[config.mk]
export PLATFORM = sky130hd
export DESIGN_NAME = cfe_top
export DESIGN_NICKNAME = d
export VERILOG_FILES = /design/src/cfe_pkg.sv /design/src/cfe_confine.sv /design/src/cfe_irq.sv /design/src/cfe_top.sv
export VERILOG_INCLUDE_DIRS = /design/src
export SDC_FILE = /design/constraint.sdc
export NUM_CORES = 1
export LEC_CHECK = 0
export BUFFER_PORTS_ARGS = -buffer_cell sky130_fd_sc_hd__buf_4
export CAP_MARGIN = 20
export CORE_ASPECT_RATIO = 0.7
export CORE_MARGIN = 1
export CORE_UTILIZATION = 60
export CTS_BUF_LIST = sky130_fd_sc_hd__clkbuf_4
export CTS_CLUSTER_DIAMETER = 40
export DETAILED_ROUTE_END_ITERATION = 6
export PLACE_DENSITY = 0.9
export SYNTH_ARGS = -nofsm -noshare
export SYNTH_HDL_FRONTEND = slang
export SYNTH_SLANG_ARGS = --single-unit
[constraint.sdc]
create_clock -name I_MCLK -period 8.1 [get_ports I_MCLK]
set_clock_uncertainty 0.1 [all_clocks]
set_input_delay 1.215 -clock I_MCLK [delete_from_list [all_inputs] [get_ports I_MCLK]]
set_output_delay 1.215 -clock I_MCLK [all_outputs]
set_load 0.01 [all_outputs]
[src/cfe_defines.svh]
`ifndef CFE_DEFINES_SVH
`define CFE_DEFINES_SVH
// ----------------------------------------
// Register byte addresses
// ----------------------------------------
`define CFE_A_ERRCNT 8'h00
`define CFE_A_DIAG0  8'h04
`define CFE_A_DIAG1  8'h08
`define CFE_A_ISTAT  8'h0C
`define CFE_A_IMASK  8'h10
// ----------------------------------------
// Fault confinement limits and steps
// ----------------------------------------
`define CFE_TEC_BOFF 9'h0FF
`define CFE_CNT_PASS 9'h07F
`define CFE_CNT_WARN 9'h05F
`define CFE_CNT_WTOP 9'h080
`define CFE_TX_INC   9'h008
`define CFE_RX_SEV   9'h008
`define CFE_RX_ONE   9'h001
`define CFE_REC_RET  8'h77
`define CFE_RECOV_N  8'h7F
`define CFE_BYTE_MAX 8'hFF
// ----------------------------------------
// Field layouts
// ----------------------------------------
`define CFE_F_TEC   15:8
`define CFE_F_REC   7:0
`define CFE_F_UPPER 31:22
`define CFE_B_BO    21
`define CFE_B_TBP   20
`define CFE_B_RBP   19
`define CFE_B_TW    18
`define CFE_B_RW    17
`define CFE_B_EW    16
`define CFE_F_DTX   31:24
`define CFE_F_DRX   23:16
`define CFE_F_NTX   15:8
`define CFE_F_NRX   7:0
`define CFE_F_EFM   15:0
`define CFE_B_LEN   31
`define CFE_B_ESI   30
`define CFE_B_DBASE 24
`define CFE_B_BOFF  23
`define CFE_B_NBASE 16
`define CFE_B_NACK  18
`define CFE_D1_IMPL 32'hFBBF_FFFF
// ----------------------------------------
// Interrupt sources
// ----------------------------------------
`define CFE_IRQ_W   5
`define CFE_I_BOFF  0
`define CFE_I_RECOV 1
`define CFE_I_WARN  2
`define CFE_I_PASS  3
`define CFE_I_DIAG  4
`endif

[src/cfe_pkg.sv]
package cfe_pkg;
  // Error kind; the order gives the flag offset within a phase group
  typedef enum logic [2:0] {
    CFE_K_BIT0, CFE_K_BIT1, CFE_K_ACK, CFE_K_FORM, CFE_K_STUFF, CFE_K_CRC
  } cfe_kind_t;
  // Events from the protocol engine, one-cycle pulses
  typedef struct packed {
    logic      tx_err;     // Transmit error detected
    logic      rx_err;     // Receive error detected
    logic      rx_sev;     // Receive error counts eight
    logic      tx_ok;      // Frame sent without error
    logic      rx_ok;      // Frame received without error
    logic      data_phase; // Error hit a data-rate bit
    cfe_kind_t kind;       // Kind of error
    logic      len_mm;     // Length code above payload size
    logic      esi;        // Received frame carries error state flag
    logic      idle11;     // Eleven recessive bits seen
  } cfe_evt_t;
  // Fault confinement state
  typedef struct packed {
    logic [8:0] tec;       // Transmit error count
    logic [7:0] rec;       // Receive error count
  } cfe_fc_t;
endpackage

[src/cfe_confine.sv]
`timescale 1ns/1ps
`include "cfe_defines.svh"
module cfe_confine
  import cfe_pkg::*;
(
  input  wire logic     i_clk,   // Peripheral clock
  input  wire logic     i_rst_n, // Synchronous reset, active low
  input  wire logic     i_cfg,   // Configuration mode
  input  wire cfe_evt_t i_evt,   // Error and frame events
  output cfe_fc_t       o_fc,    // Error counts
  output logic          o_recov  // Pulse: bus-off recovery done
);
  logic [8:0] tec_reg;   // Transmit count, ninth bit is bus-off
  logic [7:0] rec_reg;   // Receive count
  logic [7:0] runs_reg;  // Recessive runs seen while bus-off
  logic       recov_reg; // Recovery pulse
  logic       boff;      // Bus-off state
  logic       recov_now; // Last run of recovery seen
  logic [8:0] rec_sum;   // Receive count plus step

  assign boff      = tec_reg > `CFE_TEC_BOFF;
  assign recov_now = boff && i_evt.idle11 && (runs_reg == `CFE_RECOV_N);
  assign rec_sum   = {1'b0, rec_reg} + (i_evt.rx_sev ? `CFE_RX_SEV : `CFE_RX_ONE);

  // Transmit count; frozen while bus-off until recovery ends
  always_ff @(posedge i_clk) begin
    if (!i_rst_n || i_cfg || recov_now) begin
      tec_reg <= 9'h000;
    end else if (boff) begin
      tec_reg <= tec_reg;
    end else if (i_evt.tx_err) begin
      tec_reg <= tec_reg + `CFE_TX_INC;
    end else if (i_evt.tx_ok && tec_reg != 9'h000) begin
      tec_reg <= tec_reg - 9'h001;
    end
  end

  // Receive count; saturates, falls back into range on success
  always_ff @(posedge i_clk) begin
    if (!i_rst_n || i_cfg || recov_now) begin
      rec_reg <= 8'h00;
    end else if (boff) begin
      rec_reg <= rec_reg;
    end else if (i_evt.rx_err) begin
      rec_reg <= rec_sum[8] ? `CFE_BYTE_MAX : rec_sum[7:0];
    end else if (i_evt.rx_ok) begin
      if ({1'b0, rec_reg} > `CFE_CNT_PASS) begin
        rec_reg <= `CFE_REC_RET;
      end else if (rec_reg != 8'h00) begin
        rec_reg <= rec_reg - 8'h01;
      end
    end
  end

  // Counts recessive runs toward the end of bus-off
  always_ff @(posedge i_clk) begin
    if (!i_rst_n || !boff || recov_now) begin
      runs_reg <= 8'h00;
    end else if (i_evt.idle11) begin
      runs_reg <= runs_reg + 8'h01;
    end
  end

  // Recovery pulse
  always_ff @(posedge i_clk) begin
    if (!i_rst_n) begin
      recov_reg <= 1'b0;
    end else begin
      recov_reg <= recov_now;
    end
  end

  assign o_fc     = {tec_reg, rec_reg};
  assign o_recov  = recov_reg;
endmodule

[src/cfe_irq.sv]
`timescale 1ns/1ps
`include "cfe_defines.svh"
module cfe_irq (
  input  wire logic [`CFE_IRQ_W-1:0] i_clk_set, // Event pulses
  input  wire logic                  i_clk,     // Peripheral clock
  input  wire logic                  i_rst_n,   // Synchronous reset, active low
  input  wire logic                  i_stat_we, // Write-one-to-clear strobe
  input  wire logic                  i_mask_we, // Mask write strobe
  input  wire logic [`CFE_IRQ_W-1:0] i_wdata,   // Write data
  output logic      [`CFE_IRQ_W-1:0] o_stat,    // Sticky status
  output logic      [`CFE_IRQ_W-1:0] o_mask,    // Enable mask
  output logic                       o_irq      // Level interrupt
);
  logic [`CFE_IRQ_W-1:0] stat_reg; // Sticky status bits
  logic [`CFE_IRQ_W-1:0] mask_reg; // Mask bits
  logic                  irq_reg;  // Interrupt flop

  // Status: a new event wins over a clear in the same cycle
  always_ff @(posedge i_clk) begin
    if (!i_rst_n) begin
      stat_reg <= '0;
    end else begin
      stat_reg <= (stat_reg & ~(i_stat_we ? i_wdata : '0)) | i_clk_set;
    end
  end

  // Mask register
  always_ff @(posedge i_clk) begin
    if (!i_rst_n) begin
      mask_reg <= '0;
    end else if (i_mask_we) begin
      mask_reg <= i_wdata;
    end
  end

  // Interrupt level, high while an enabled bit is set
  always_ff @(posedge i_clk) begin
    if (!i_rst_n) begin
      irq_reg <= 1'b0;
    end else begin
      irq_reg <= |(stat_reg & mask_reg);
    end
  end

  assign o_stat = stat_reg;
  assign o_mask = mask_reg;
  assign o_irq  = irq_reg;
endmodule

[src/cfe_top.sv]
// The placing of the registers and the Wishbone interface to the registers were decided locally.
`timescale 1ns/1ps
`include "cfe_defines.svh"

module cfe_top
  import cfe_pkg::*;
(
  input  wire logic        I_MCLK,       // 200 MHz peripheral clock
  input  wire logic        I_RESETN,     // Synchronous reset, active low
  input  wire logic        I_CFG_MODE,   // Controller in configuration mode
  input  wire cfe_evt_t    I_EVT,        // Protocol engine events
  input  wire logic        I_WB_CYC,     // Bus cycle
  input  wire logic        I_WB_STB,     // Strobe
  input  wire logic        I_WB_WE,      // Write enable
  input  wire logic [7:0]  I_WB_ADR,     // Byte address
  input  wire logic [3:0]  I_WB_SEL,     // Byte lanes
  input  wire logic [31:0] I_WB_DAT,     // Write data
  output logic      [31:0] O_WB_DAT,     // Read data
  output logic             O_WB_ACK,     // Acknowledge
  output logic             O_IRQ,        // Interrupt level
  output logic             O_TX_BUS_OFF  // Transmitter bus-off state
);

  // ----------------------------------------
  // Helper functions
  // ----------------------------------------

  // Expands byte selects into a bit mask
  function automatic logic [31:0] lanes(input logic [3:0] s);
    lanes = {{8{s[3]}}, {8{s[2]}}, {8{s[1]}}, {8{s[0]}}};
  endfunction

  // Merges write data into a value under a lane mask
  function automatic logic [31:0] merge(input logic [31:0] old,
                                        input logic [31:0] wd,
                                        input logic [31:0] m);
    merge = (old & ~m) | (wd & m);
  endfunction

  // Saturating byte increment
  function automatic logic [7:0] inc_sat(input logic [7:0] v, input logic en);
    inc_sat = (en && v != `CFE_BYTE_MAX) ? v + 8'h01 : v;
  endfunction

  // Passive and warning state of one count: {passive, warning}
  function automatic logic [1:0] cnt_state(input logic [8:0] c);
    cnt_state = {c > `CFE_CNT_PASS, (c > `CFE_CNT_WARN) && (c < `CFE_CNT_WTOP)};
  endfunction

  // Diagnostic flags raised by this cycle's events
  function automatic logic [31:0] flag_set(input cfe_evt_t e,
                                           input logic     boff,
                                           input logic     entry);
    int idx;
    flag_set = 32'h0000_0000;
    idx = (e.data_phase ? `CFE_B_DBASE : `CFE_B_NBASE) + int'(e.kind);
    if (e.tx_err || e.rx_err) begin
      if (e.kind == CFE_K_ACK) begin
        flag_set[`CFE_B_NACK] = 1'b1;
      end else begin
        flag_set[idx] = 1'b1;
      end
    end
    if (e.len_mm) begin
      flag_set[`CFE_B_LEN] = 1'b1;
    end
    if (e.esi) begin
      flag_set[`CFE_B_ESI] = 1'b1;
    end
    if (e.idle11 && boff) begin
      flag_set[`CFE_B_NBASE] = 1'b1;
    end
    if (entry) begin
      flag_set[`CFE_B_BOFF] = 1'b1;
    end
  endfunction

  // ----------------------------------------
  // Declarations
  // ----------------------------------------
  cfe_fc_t                fc;            // Error counts
  logic                   recov;         // Recovery pulse
  logic                   bus_off;       // Transmit count above limit
  logic                   bo_flag;       // Bus-off status flag
  logic [1:0]             tx_st;         // Transmit passive and warning
  logic [1:0]             rx_st;         // Receive passive and warning
  logic                   any_warn;      // Either warning
  logic [7:0]             tec_view;      // Transmit count as read
  logic [31:0]            errcnt_val;    // Count register image
  logic                   boff_prev_reg; // Bus-off one cycle ago
  logic                   warn_prev_reg; // Warning one cycle ago
  logic                   pass_prev_reg; // Passive one cycle ago
  logic                   boff_entry;    // Bus-off just entered
  logic [31:0]            diag0_reg;     // Rate error counters
  logic [31:0]            diag0_next;    // Next rate error counters
  logic [31:0]            d0_base;       // Counters after any write
  logic [31:0]            diag1_reg;     // Flags and error-free count
  logic [31:0]            diag1_next;    // Next flags and count
  logic [31:0]            d1_base;       // Flags after any write
  logic [31:0]            fset;          // Flags raised now
  logic [`CFE_IRQ_W-1:0]  irq_set;       // Interrupt events
  logic [`CFE_IRQ_W-1:0]  istat;         // Interrupt status
  logic [`CFE_IRQ_W-1:0]  imask;         // Interrupt mask
  logic                   req;           // Bus request present
  logic [7:0]             adr_w;         // Word-aligned address
  logic [31:0]            wmask;         // Write lane mask
  logic                   wr_fire;       // Write takes effect now
  logic [31:0]            rd_mux;        // Read data selected
  logic                   ack_reg;       // Acknowledge flop
  logic [31:0]            dat_reg;       // Read data flop
  logic                   bo_out_reg;    // Bus-off output flop

  // ----------------------------------------
  // Fault confinement and status flags
  // ----------------------------------------
  cfe_confine u_confine (
    .i_clk   (I_MCLK),
    .i_rst_n (I_RESETN),
    .i_cfg   (I_CFG_MODE),
    .i_evt   (I_EVT),
    .o_fc    (fc),
    .o_recov (recov)
  );

  assign bus_off  = fc.tec > `CFE_TEC_BOFF;
  assign bo_flag  = bus_off || I_CFG_MODE;
  assign tx_st    = cnt_state(fc.tec);
  assign rx_st    = cnt_state({1'b0, fc.rec});
  assign any_warn = tx_st[0] || rx_st[0];
  assign tec_view = bus_off ? `CFE_BYTE_MAX : fc.tec[7:0];

  // Count register image; upper bits stay zero
  always_comb begin
    errcnt_val              = 32'h0000_0000;
    errcnt_val[`CFE_B_BO]   = bo_flag;
    errcnt_val[`CFE_B_TBP]  = tx_st[1];
    errcnt_val[`CFE_B_RBP]  = rx_st[1];
    errcnt_val[`CFE_B_TW]   = tx_st[0];
    errcnt_val[`CFE_B_RW]   = rx_st[0];
    errcnt_val[`CFE_B_EW]   = any_warn;
    errcnt_val[`CFE_F_TEC]  = tec_view;
    errcnt_val[`CFE_F_REC]  = fc.rec;
  end

  // Previous state for entry detection
  always_ff @(posedge I_MCLK) begin
    if (!I_RESETN) begin
      boff_prev_reg <= 1'b0;
      warn_prev_reg <= 1'b0;
      pass_prev_reg <= 1'b0;
    end else begin
      boff_prev_reg <= bus_off;
      warn_prev_reg <= any_warn;
      pass_prev_reg <= tx_st[1] || rx_st[1];
    end
  end

  assign boff_entry = bus_off && !boff_prev_reg;

  // Bus-off state to the protocol engine
  always_ff @(posedge I_MCLK) begin
    if (!I_RESETN) begin
      bo_out_reg <= 1'b1;
    end else begin
      bo_out_reg <= bo_flag;
    end
  end

  // ----------------------------------------
  // Bus slave
  // ----------------------------------------
  assign req     = I_WB_CYC && I_WB_STB;
  assign adr_w   = {I_WB_ADR[7:2], 2'b00};
  assign wmask   = lanes(I_WB_SEL);
  assign wr_fire = req && I_WB_WE && ack_reg;

  // Read data selection; unmapped addresses read zero
  always_comb begin
    unique case (adr_w)
      `CFE_A_ERRCNT: rd_mux = errcnt_val;
      `CFE_A_DIAG0:  rd_mux = diag0_reg;
      `CFE_A_DIAG1:  rd_mux = diag1_reg;
      `CFE_A_ISTAT:  rd_mux = {{(32-`CFE_IRQ_W){1'b0}}, istat};
      `CFE_A_IMASK:  rd_mux = {{(32-`CFE_IRQ_W){1'b0}}, imask};
      default:       rd_mux = 32'h0000_0000;
    endcase
  end

  // Acknowledge one cycle after the request, dropped the next
  always_ff @(posedge I_MCLK) begin
    if (!I_RESETN) begin
      ack_reg <= 1'b0;
    end else begin
      ack_reg <= req && !ack_reg;
    end
  end

  // Read data captured with the request
  always_ff @(posedge I_MCLK) begin
    if (!I_RESETN) begin
      dat_reg <= 32'h0000_0000;
    end else if (req && !ack_reg) begin
      dat_reg <= rd_mux;
    end
  end

  // ----------------------------------------
  // Rate error counters
  // ----------------------------------------
  always_comb begin
    d0_base = (wr_fire && adr_w == `CFE_A_DIAG0) ?
              merge(diag0_reg, I_WB_DAT, wmask) : diag0_reg;
    diag0_next = d0_base;
    diag0_next[`CFE_F_DTX] = inc_sat(d0_base[`CFE_F_DTX],
                                     I_EVT.tx_err && I_EVT.data_phase);
    diag0_next[`CFE_F_DRX] = inc_sat(d0_base[`CFE_F_DRX],
                                     I_EVT.rx_err && I_EVT.data_phase);
    diag0_next[`CFE_F_NTX] = inc_sat(d0_base[`CFE_F_NTX],
                                     I_EVT.tx_err && !I_EVT.data_phase);
    diag0_next[`CFE_F_NRX] = inc_sat(d0_base[`CFE_F_NRX],
                                     I_EVT.rx_err && !I_EVT.data_phase);
  end

  always_ff @(posedge I_MCLK) begin
    if (!I_RESETN) begin
      diag0_reg <= 32'h0000_0000;
    end else begin
      diag0_reg <= diag0_next;
    end
  end

  // ----------------------------------------
  // Diagnostic flags and error-free count
  // ----------------------------------------
  assign fset = flag_set(I_EVT, bus_off, boff_entry);

  // A flag raised in the cycle of a write stays set
  always_comb begin
    d1_base = (wr_fire && adr_w == `CFE_A_DIAG1) ?
              merge(diag1_reg, I_WB_DAT, wmask) : diag1_reg;
    diag1_next = (d1_base & `CFE_D1_IMPL) | fset;
    diag1_next[`CFE_F_EFM] = d1_base[`CFE_F_EFM] +
                             {15'h0000, I_EVT.tx_ok || I_EVT.rx_ok};
  end

  always_ff @(posedge I_MCLK) begin
    if (!I_RESETN) begin
      diag1_reg <= 32'h0000_0000;
    end else begin
      diag1_reg <= diag1_next;
    end
  end

  // ----------------------------------------
  // Interrupts
  // ----------------------------------------
  always_comb begin
    irq_set              = '0;
    irq_set[`CFE_I_BOFF]  = boff_entry;
    irq_set[`CFE_I_RECOV] = recov;
    irq_set[`CFE_I_WARN]  = any_warn && !warn_prev_reg;
    irq_set[`CFE_I_PASS]  = (tx_st[1] || rx_st[1]) && !pass_prev_reg;
    irq_set[`CFE_I_DIAG]  = |fset;
  end

  cfe_irq u_irq (
    .i_clk_set (irq_set),
    .i_clk     (I_MCLK),
    .i_rst_n   (I_RESETN),
    .i_stat_we (wr_fire && adr_w == `CFE_A_ISTAT && I_WB_SEL[0]),
    .i_mask_we (wr_fire && adr_w == `CFE_A_IMASK && I_WB_SEL[0]),
    .i_wdata   (I_WB_DAT[`CFE_IRQ_W-1:0]),
    .o_stat    (istat),
    .o_mask    (imask),
    .o_irq     (O_IRQ)
  );

  assign O_WB_DAT     = dat_reg;
  assign O_WB_ACK     = ack_reg;
  assign O_TX_BUS_OFF = bo_out_reg;

  // ----------------------------------------
  // Checks
  // ----------------------------------------
  logic rd_ec; // Count register read answered now
  assign rd_ec = O_WB_ACK && !I_WB_WE && adr_w == `CFE_A_ERRCNT;

  property p_boff;
    @(posedge I_MCLK) disable iff (!I_RESETN)
      (fc.tec > `CFE_TEC_BOFF) |=> O_TX_BUS_OFF;
  endproperty
  a_boff: assert property (p_boff) else $error("bus-off not flagged");

  property p_cfg;
    @(posedge I_MCLK) disable iff (!I_RESETN)
      I_CFG_MODE [*2] |-> O_TX_BUS_OFF;
  endproperty
  a_cfg: assert property (p_cfg) else $error("bus-off clear in config");

  property p_tbp;
    @(posedge I_MCLK) disable iff (!I_RESETN)
      rd_ec |-> O_WB_DAT[`CFE_B_TBP] == ($past(fc.tec) > `CFE_CNT_PASS);
  endproperty
  a_tbp: assert property (p_tbp) else $error("tx passive wrong");

  property p_rbp;
    @(posedge I_MCLK) disable iff (!I_RESETN)
      rd_ec |-> O_WB_DAT[`CFE_B_RBP] == ({1'b0, $past(fc.rec)} > `CFE_CNT_PASS);
  endproperty
  a_rbp: assert property (p_rbp) else $error("rx passive wrong");

  property p_tw;
    @(posedge I_MCLK) disable iff (!I_RESETN)
      rd_ec && O_WB_DAT[`CFE_B_TW] |-> $past(fc.tec) inside {[9'd96:9'd127]};
  endproperty
  a_tw: assert property (p_tw) else $error("tx warning out of range");

  property p_rw;
    @(posedge I_MCLK) disable iff (!I_RESETN)
      rd_ec && O_WB_DAT[`CFE_B_RW] |-> $past(fc.rec) inside {[8'd96:8'd127]};
  endproperty
  a_rw: assert property (p_rw) else $error("rx warning out of range");

  property p_ew;
    @(posedge I_MCLK) disable iff (!I_RESETN)
      rd_ec |-> O_WB_DAT[`CFE_B_EW] == (O_WB_DAT[`CFE_B_TW] || O_WB_DAT[`CFE_B_RW]);
  endproperty
  a_ew: assert property (p_ew) else $error("combined warning wrong");

  property p_zero;
    @(posedge I_MCLK) disable iff (!I_RESETN)
      rd_ec |-> O_WB_DAT[`CFE_F_UPPER] == 10'h000;
  endproperty
  a_zero: assert property (p_zero) else $error("upper bits not zero");

  property p_nom;
    @(posedge I_MCLK) disable iff (!I_RESETN)
      I_EVT.tx_err && !I_EVT.data_phase && !wr_fire &&
      diag0_reg[`CFE_F_NTX] != `CFE_BYTE_MAX
      |=> diag0_reg[`CFE_F_NTX] == $past(diag0_reg[`CFE_F_NTX]) + 8'h01;
  endproperty
  a_nom: assert property (p_nom) else $error("nominal count missed");

  property p_dat;
    @(posedge I_MCLK) disable iff (!I_RESETN)
      I_EVT.rx_err && I_EVT.data_phase && !wr_fire
      |=> diag0_reg[`CFE_F_NRX] == $past(diag0_reg[`CFE_F_NRX]);
  endproperty
  a_dat: assert property (p_dat) else $error("data error counted nominal");

  property p_len;
    @(posedge I_MCLK) disable iff (!I_RESETN)
      I_EVT.len_mm |=> diag1_reg[`CFE_B_LEN];
  endproperty
  a_len: assert property (p_len) else $error("length flag missed");

  c_boff:  cover property (@(posedge I_MCLK) disable iff (!I_RESETN) boff_entry);
  c_recov: cover property (@(posedge I_MCLK) disable iff (!I_RESETN) recov);
  c_wr:    cover property (@(posedge I_MCLK) disable iff (!I_RESETN)
                           wr_fire && adr_w == `CFE_A_DIAG1);
  c_irq:   cover property (@(posedge I_MCLK) disable iff (!I_RESETN) O_IRQ);
endmodule

==> After elaboration in Yosys (flattened, before gate mapping) <==
Cells that the tools add are included.
Widths: inputs -> output; s select.
{ "totals": {"register_bits": 138, "input_bits": 62, "output_inout_bits": 35, "wordCells": 138} }
{ "op_classes": {"add_sub_neg": 11, "magnitude_cmp": 9, "eq_ne": 10, "n_mux": 28, "n_bitwise": 12, "n_reduce_logical": 53} }
{ "op_table": {"columns": ["operator", "n"], "rows": [
  ["$pmux 32 s5", 1],
  ["$and 32x32->32", 3],
  ["$mux 32", 3],
  ["$or 32x32->32", 3],
  ["$mux 8", 10],
  ["$add 8x1->8 const B", 5],
  ["$ne 8x8->1 const B", 4],
  ["$not 32->32", 1],
  ["$reduce_or 32->1", 1],
  ["$logic_and 1x1->1", 27],
  ["$gt 9x7->1 const B", 2],
  ["$mux 18", 1],
  ["$mux 9", 2],
  ["$add 16x1->16", 1],
  ["$gt 8x7->1 const B", 2],
  ["$mux 13", 1],
  ["$eq 6x2->1 const B", 2],
  ["$and 5x5->5", 2],
  ["$add 8x9->9", 1],
  ["$add 9x4->9 const B", 1],
  ["$gt 9x8->1 const B", 1],
  ["$logic_or 1x1->1", 9],
  ["$lt 9x8->1 const B", 1],
  ["$reduce_bool 9->1", 1],
  ["25 further kinds", 38]
]} }

==> Depth between registers and ports, before layout <==
Gate-level depths: netlist (run 1).
{ "depth": {"ltp_word": 11, "mapped_depth": 13, "ltp_nobuf": 11} }

==> Modules after synthesis <==
Synthesis (run 1) repeated with hierarchy kept, for this count alone.
{ "unflattened": {"cells_unflattened": 1014, "hier_area_um2": 8489.4} }
{ "by_module_without_submodules": {"columns": ["module", "n_inst", "cells_per_inst", "area_each_um2", "seq_area_each_um2"], "rows": [
  ["cfe_top", 1, 762, 6337.3, 2021.9],
  ["cfe_confine", 1, 216, 1737.9, 520.5],
  ["cfe_irq", 1, 36, 414.1, 220.2]
]} }

==> Least setup slack after synthesis (run 1) <==
No wires, ideal clock.
{ "synth_timing": {"path_kind": "in2reg", "start": "in I_WB_ADR[5]", "end": "reg diag0_reg[18]", "setup_ns": 0.128, "arrival_time_ns": 3.569, "required_ns": 7.872, "setup_slack_ns": 4.304, "cell_stages": 12, "path_buffers": 2, "path_cell_list": "nor4_4 -> buf_6 -> nand4_4 -> buf_6 -> mux2_2 -> ha_1 -> and3_1 -> and4_1 -> mux2i_2 -> nand3_1 -> xnor2_1 -> nor2_1"} }
{ "synth_via": {"elab_chain_len": 6, "elab_cells_between_ends": 7, "cone_classes": "add/sub (1); eq/ne (2); mux (2); reduce/logical (2)"} }
{ "synth_lines": {"columns": ["item", "line", "rtl"], "rows": [
  ["start: declaration", "cfe_top.sv:15", "input wire logic [7:0] I_WB_ADR,"],
  ["$eq 6x1->1 (*)", null, null],
  ["$logic_and 1x1->1 (no source line) (*)", null, null],
  ["$mux 32 (*)", "cfe_top.sv:211", "d0_base = (wr_fire && adr_w == `CFE_A_DIAG0) ?"],
  ["branches (longest 2 deep; another with $add 8x1->8)", null, null],
  ["$mux 8 (*)", "cfe_top.sv:42", "inc_sat = (en && v != `CFE_BYTE_MAX) ? v + 8'h01 : v;"],
  ["end signal: assignment", "cfe_top.sv:228", "diag0_reg <= diag0_next;"],
  ["end: declaration", "cfe_top.sv:94", "logic [31:0] diag0_reg;"]
]} }
Every way passes the cells marked *.
A chain may end at the register's enable or synchronous reset.

==> Worst setup path in the final report (run 1) <==
{ "layout_timing": {"start": "in I_WB_ADR[3]", "end": "reg diag1_reg[10]"} }
{ "layout_via": {"elab_chain_len": 4} }
{ "layout_lines": {"columns": ["item", "line", "rtl"], "rows": [
  ["$eq 6x2->1", null, null],
  ["$logic_and 1x1->1 (no source line)", null, null],
  ["$mux 32", "cfe_top.sv:239", "d1_base = (wr_fire && adr_w == `CFE_A_DIAG1) ?"],
  ["$add 16x1->16", "cfe_top.sv:242", "diag1_next[`CFE_F_EFM] = d1_base[`CFE_F_EFM] +"],
  ["end signal: assignment", "cfe_top.sv:250", "diag1_reg <= diag1_next;"],
  ["end: declaration", "cfe_top.sv:97", "logic [31:0] diag1_reg;"]
]} }
Every way passes these cells.

==> summary.txt, run 1 <==
Synthesis
  • Main synth FF type: dfxtp_1
  • Post-Synthesis Cells: 990
  • Yosys cell types: 78
  • Top post-synthesis cells by area: dfxtp_1 34%, mux2i_1 7.9%, nor2_1 6.0%
  • Number of flops mapped to enable cells by yosys: 0
  • Mapped cell area: between 8000 and 9000 sq um
  • Ys async rst share: 0%
  • Area leader, netlist: dfxtp_1
  • Synthesis-stage register bit count: 138
  • Post-synth top area share: 33.65%
  • Syn nets: 1069
  • Seq/Total Area, Yosys: ~34%
  • YS warnings: 0
  • Syn_area_per_cell: between 8 and 9 sq um

CTS
  • Longest Clk Path Bufs: 2
  • Clock tree from TritonCTS: done
  • Setup Buffers After CTS: 0
  • Htree depth: 4
  • Hold buffers post-CTS: 0
  • Clock sink count: 138
  • Cts bufs inserted: 17
  • Worst-Skew Late Latency: 0.56 ns
  • Post-CTS sizing: 0
  • CTS root buffer: clkbuf_4
  • Worst-path clk slew: about 0.12 ns

Setup path
  • Delay-heaviest family, CP: simple AND/OR/NAND/NOR gates
  • Worst Path Arrival: 4.58 ns
  • CP Max Fanout: 31
  • Crit path top cell by count: ha_1
  • WP data required: 8.40 ns
  • Reg2Reg Depth: 10
  • Reg2reg start: O_WB_ACK
  • CP Cell Sequence: buf_4 > nor2b_1 > nand4_4 > mux2_2 > ha_1 > ha_1 > nand2_1 > or3_1 > mux2i_2 > nand3_1 > xnor2_1 > nor2_1
  • Worst reg2reg endpoint: diag0_reg[1]
  • Crit end category: flip-flop
  • Startpoint Class: input port
  • CP bufs+invs: 1
  • Critical Path Max Stage Delay: 0.71 ns
  • Kind of critical path: in2reg
  • Slowest cell on the critical path: nor2b_1
  • R2R setup slack: 4.25 ns

Global route
  • Global-route wire length before repair: 36.95 mm
  • Grt total ovfl: 0
  • Number of global-route vias before repair: 7286
  • Largest net degree at the start of global routing: 90
  • Initial antenna violation count: 0
  • GRT Util Overall: 33.30%

Floorplanning
  • Die Wd: 141.8 microns
  • Row cnt: 35
  • Core box area: about 13000 sq um
  • # IOs: 97
  • Initial core utilization: 61.87%
  • DIE HEIGHT: 99.87 microns
  • Full die area: 14160 sq um

STA
  • Worst slew margin: 27.00%
  • Fmax: 233.9 MHz
  • Period Utilization, post-route: 52.79%
  • Post-route minimum period: 4.276 ns
  • RSZ-0062 raised after global routing: no
  • Worst hold slack: 0.3898 ns
  • Hold Vio Cnt, Final: 0
  • Fin. max-slew vios: 0
  • Sum Neg Setup Slack: 0 ns
  • Final setup vio count: 0
  • Worst-margin pin slew: between 1 and 1.5 ns

Placed design
  • Final HPWL DP: 16.49 mm
  • Buffers on Ports: 94
  • GP Congestion: 0.9613

Final layout
  • Layout cells sized above 1: 17.72%
  • Antenna cells: 0
  • Nets: between 1000 and 1500
  • Area Growth Syn to Fin: 12.48%
  • Most common cell after layout, fill and taps aside: dfxtp_1
  • Commonest cells after routing, fill and taps aside: 138 x dfxtp_1, 131 x nor2_1, 101 x buf_4
  • Fill count: between 1000 and 1500

Routing
  • DR WL/cell: 18.68 microns
  • Detail Route Antenna Nets: 0
  • Vias: 8029
  • 1st-iter DRT viols: 826
  • Final WL: between 20 and 25 mm
  • DRC: 1
  • Number of detailed-route iterations in the first pass: 7
  • Via density: 6.444

Worst hold path
  • Hold EP: O_WB_DAT[17]
  • Worst hold path type: reg2reg
  • Hold Path Origin: O_WB_DAT[17]
  • Hold path depth: 2

Outcome
  • Failing checks: design-rule violations
  • Status: finished, violations left

Flow run
  • Max-cap violation count: 0

Power
  • P_leak: 0.003803 uW
  • Peak supply drop: 0.00009500 V
  • Power Dens Cells: 156.3 nW/um^2
metrics by stage:
step           instance area, sq um  instances  utilization (%)  total power [uW]  setup slack [ns]
2_1_floorplan                  8209        990                -             837.8             4.304
3_3_place_gp                   8892       1215            67.02             905.2             3.485
3_5_place_dp                   8892       1215            67.02             910.8             3.325
4_1_cts                        9226       1245            69.53              1439             3.918
5_1_grt                        9234       1246            69.59              1494             3.690
6_report                       9234       1246            69.59              1443             3.824
worst max path at each step:
stage / from / to / slack, ns / cells after the start
3_3_place_gp: I_WB_ADR[3] / diag1_reg[10] / 3.48 / 12
2_1_floorplan: I_WB_ADR[5] / diag0_reg[18] / 4.30 / 12
3_5_place_dp: I_WB_ADR[3] / diag1_reg[10] / 3.32 / 12
4_1_cts: I_WB_ADR[3] / diag1_reg[10] / 3.92 / 12
6_report: I_WB_ADR[3] / diag1_reg[10] / 3.82 / 12
5_1_grt: I_WB_ADR[3] / diag1_reg[10] / 3.69 / 12
Yosys cell counts, drive strengths merged (7+ instances only):
cell     number
a211oi        7
a21oi        62
a221oi        8
a22oi        31
a2bb2oi      13
a31oi        15
and2          8
and3         27
and4          8
buf          24
clkbuf       36
dfxtp       138
ha           17
inv          21
mux2         28
mux2i        68
nand2        88
nand3        42
nand4        32
nor2        132
nor2b        12
nor3         19
nor3b        11
o21ai        39
or3           9
xnor2        22
xor2         12
worst register-to-register path, cell delays in order, from the launching register on:
cell	delay [ns]
dfxtp_1	0.37
and4_1	0.93
nand4_4	0.42
mux2_2	0.37
ha_1	0.26
nand4_1	0.15
or3_1	0.34
mux2i_1	0.36
nor3b_1	0.16
mux2i_1	0.20
nor2_1	0.06
report_power, final:
part,switching (uW),internal (uW),total [uW]
clock network,264,275,539
registers,20.9,695,716
logic,114,73.1,187
metal layers:
metal | part of all wire [%] | vias to the layer above | GRT usage, %
met1 | 42 | 3711 | 45.89
li1 | - | 3733 | -
met2 | 43 | 529 | 50.06
met4 | 2.1 | 0 | 12.49
met5 | 0 | - | 0
met3 | 12 | 56 | 8.635
kinds of logic (layout without fill, tap and decap cells):
family / Yosys count / in the layout / share of synthesized area [%]
simple gates: 408 / 408 / 25.62
compound gates: 214 / 214 / 17.31
flops: 138 / 138 / 33.65
mux: 96 / 96 / 12.47
buf+inv: 82 / 153 / 4.679
xor+xnor: 34 / 34 / 3.627
fa+ha+maj: 17 / 17 / 2.591
other cells: 1 / 1 / 0.04568
cell type report:
| class | count | area [sq um] | area share [%] |
|---|---|---|---|
| Inverter | 22 | 82.58 | 0.8943 |
| Tap cell | 185 | 231.5 | 2.507 |
| Sequential cell | 138 | 2763 | 29.92 |
| Timing Repair Buffer | 101 | 758.2 | 8.211 |
| Clock inverter | 12 | 198.9 | 2.154 |
| Multi-Input combinational cell | 770 | 5065 | 54.85 |
| Clock buffer | 18 | 135.1 | 1.463 |
Note: power is estimated with default switching activity, not from simulation.
==> run 2, diff against run 1 <==
ABC_AREA = 1   (was default)
PLACE_DENSITY = 0.89   (was 0.9)
clock period = 3.95 ns   (was 8.1 ns; I/O delays follow)
==> run 2 against run 1 <==
Utilization rose by 0.52 points. Setup slack got worse by 2.8 ns. Die area up 5.6%. The flow now finishes without violations.
==> summary.txt, run 2 <==
Setup path
  • Reg2reg start: u_confine.tec_reg[3]
  • Worst Path Arrival: 3.27 ns (-1.31 ns)
  • Critical Path Max Stage Delay: 0.50 ns (-0.21 ns)
  • Crit end category: flip-flop
  • Setup crit start: u_confine.tec_reg[3]
  • Critical Path End: u_confine.rec_reg[4]
  • Startpoint Class: flip-flop
  • Worst reg2reg endpoint: u_confine.rec_reg[4]
  • WP data required: 4.28 ns (-4.12 ns)
  • R2R setup slack: 1.01 ns (-3.24 ns)
  • CP Max Fanout: 12 (-61%)
  • Kind of critical path: reg2reg
  • CP Cell Sequence: ha_1 > nand4_1 > nor2_1 > nand2_1 > nand2_1 > nand4_1 > nand3_1 > inv_1 > o21ai_0 > a21oi_1
  • Slowest cell on the critical path: dfxtp_1
  • Reg2Reg Depth: 10 (unchanged)

Synthesis
  • Synthesis-stage register bit count: 138 (unchanged)
  • Synth top cells by count: 407 x nand2_1, 193 x inv_1, 153 x nor2_1
  • Seq/Total Area, Yosys: 31.83% (-1.8 points)
  • Mapped cell area: 8678 sq um (+5.7%)
  • Area leader, netlist: dfxtp_1
  • Top post-synthesis cells by area: dfxtp_1 32%, nand2_1 18%, inv_1 8.3%
  • Main synth FF type: dfxtp_1
  • Syn nets: 1490 (+39%)
  • Adder-cell share of the synthesized area: 2.451% (-0.14 points)
  • Largest family of logic cells by synthesized area: simple AND/OR/NAND/NOR gates
  • Ys async rst share: 0% (unchanged)
  • Syn_area_per_cell: 6.150 sq um (-26%)
  • Number of flops mapped to enable cells by yosys: 0 (unchanged)
  • Synth Area in Compound Gates: 17.52% (+0.20 points)
  • Synth Area in XOR/XNOR: 1.312% (-2.3 points)
  • Yosys cell types: 47 (-40%)
  • Simple-gate portion of the synthesized area: 35.24% (+9.6 points)
  • YS warnings: 0 (unchanged)
  • Post-synth top area share: 31.83% (-1.8 points)
  • Mux cell area share after synthesis: 0.1153% (-12 points)
  • Post-Synthesis Cells: 1411 (+43%)
  • Count leader, synth: nand2_1

Routing
  • Detail Route Antenna Nets: 0 (unchanged)
  • Vias: 9728 (+21%)
  • DR WL/cell: 15.25 microns (-18%)
  • Final WL: 25.69 mm (+10%)
  • Via density: 5.773 (-10%)
  • DRC: 0 (-1)
  • Number of detailed-route iterations in the first pass: 7 (unchanged)
  • 1st-iter DRT viols: 1203 (+46%)

Worst hold path
  • Hold Path Origin: I_CFG_MODE
  • Worst hold path type: in2reg

Flow run
  • Max-cap violation count: 0 (unchanged)

CTS
  • Worst-path clk slew: 0.13 ns (about the same)
  • Setup Buffers After CTS: 0 (unchanged)
  • Clock tree from TritonCTS: done
  • Htree depth: 4 (unchanged)
  • Worst-Skew Late Latency: 0.55 ns (about the same)
  • Cts bufs inserted: 17 (unchanged)
  • Clock sink count: 138 (unchanged)
  • Hold buffers post-CTS: 0 (unchanged)
  • Longest Clk Path Bufs: 2 (unchanged)
  • Post-CTS sizing: 0 (unchanged)
  • CTS root buffer: clkbuf_4

Final layout
  • Most common cell after layout, fill and taps aside: nand2_1
  • Register area: 2763 sq um (unchanged)
  • Nets: 1562 (+38%)
  • Final non-filler cell total: 1685 (+35%)
  • Layout cells sized above 1: 11.24% (-6.5 points)
  • Fill count: 1230 (+18%)
  • Area of the multi-input gates: 4923 sq um (-2.8%)
  • Commonest cells after routing, fill and taps aside: 407 x nand2_1, 193 x inv_1, 151 x nor2_1
  • Area Growth Syn to Fin: 13.16%

Global route
  • GRT Util Overall: 35.07% (+1.8 points)
  • Grt total ovfl: 0 (unchanged)
  • Number of global-route vias before repair: 8767 (+20%)
  • Global-route wire length before repair: 41.95 mm (+14%)
  • Largest net degree at the start of global routing: 57 (-37%)
  • Initial antenna violation count: 1 (+1)

Floorplanning
  • Row cnt: 36 (+2.9%)
  • Core box area: 14010 sq um (+5.6%)
  • DIE HEIGHT: 102.6 microns (+2.8%)
  • # IOs: 97 (unchanged)
  • Die Wd: 145.7 microns (+2.8%)
  • Full die area: 14960 sq um (+5.6%)
  • Initial core utilization: 61.95% (+0.084 points)

Placed design
  • Buffers on Ports: 94 (unchanged)
  • Final HPWL DP: 18.69 mm (+13%)
  • Inst Count DP: 1653 (+36%)
  • GP Congestion: 0.9821 (+2.2%)

STA
  • Hold Vio Cnt, Final: 0 (unchanged)
  • Period Utilization, post-route: between 70 and 80%
  • Sum Neg Setup Slack: 0 ns (unchanged)
  • Worst-margin pin slew: 0.7164 ns (-0.3787 ns)
  • Fmax: 339.9 MHz
  • RSZ-0062 raised after global routing: no
  • Post-route minimum period: about 3 ns
  • Fin. max-slew vios: 0 (unchanged)
  • Worst slew margin: 51.84% (+25 points)
  • Final setup vio count: 0 (unchanged)

Power
  • Peak supply drop: 0.0001488 V (+57%)
  • P_leak: 0.004404 uW (+16%)
  • Power Dens Cells: 308.2 nW/um^2 (+97%)

Outcome
  • Status: complete, no violations
[run 2: changes by cell type after synthesis, moves of 36 or more]
cell	previous run	this run
a21oi_1	62	98
nand3_1	40	101
mux2i_1	65	1
inv_1	21	193
nand2_1	88	407
o21ai_0	35	96
[run 2: final cells by class]
| type | instances | area share (%) |
|---|---|---|
| Tap cell | 190 | 2.421 |
| Clock inverter | 12 | 2.038 |
| Clock buffer | 18 | 1.376 |
| Timing Repair Buffer | 107 | 8.383 |
| Antenna cell | 1 | 0.02548 |
| Sequential cell | 138 | 28.13 |
| Inverter | 196 | 7.491 |
| Multi-Input combinational cell | 1023 | 50.13 |
[run 2: kinds of logic (layout without fill, tap and decap cells)]
kind of cell	count (synthesis)	after routing
AO/OA/AOI/OAI	267	267
XOR/XNOR	13	13
adder cells (fa/ha/maj)	17	17
buffers and inverters	250	333
flip-flops	138	138
multiplexers	1	1
other	1	2
AND/OR/NAND/NOR	724	724
[run 2: worst min-delay path by stage]
stage                      endpoint  depth (start not counted)
floorplan           u_irq.o_stat[2]                          1
global placement    u_irq.o_stat[3]                          1
detailed placement  u_irq.o_stat[3]                          1
CTS                    O_TX_BUS_OFF                          3
global route           O_TX_BUS_OFF                          3
finish                 O_TX_BUS_OFF                          3
[run 2: where the power goes]
| part | leakage (uW) | internal, uW | total, uW | switching (uW) |
|---|---|---|---|---|
| logic | 0.00310 | 161 | 446 | 285 |
| clock network | 0.000182 | 566 | 1110 | 545 |
| registers | 0.00112 | 1430 | 1470 | 37.0 |
[run 2: through the flow]
stage	total power, uW	worst slack [ns]	hold slack [ns]	area [sq um]	utilization [%]
2_1_floorplan	1778	1.492	0.2993	8678	-
5_1_grt	3141	0.8497	0.1599	9821	70.11
3_5_place_dp	1926	0.8397	0.3216	9468	67.59
4_1_cts	3009	1.085	0.1550	9803	69.98
6_report	3026	1.008	0.1609	9821	70.11
3_3_place_gp	1916	0.9208	0.3054	9468	67.59
[run 2: per-layer routing]
metal  wire [microns]  part of all wire [%]  up-vias  GRT usage [%]
met5                0                     0        -              0
met3             2908                    11       75          7.080
met2            11270                    44      608          57.23
li1                 -                     -     4703              -
met1            10830                    42     4342          46.08
met4              684                   2.7        0          14.09
[run 2: critical path: cells and delay by family (launching register included)]
family | cells | cell delay (ns)
buffers and inverters | 1 | 0.28
AND/OR/NAND/NOR | 6 | 1.46
flip-flops | 1 | 0.50
adder cells (fa/ha/maj) | 1 | 0.26
AO/OA/AOI/OAI | 2 | 0.20
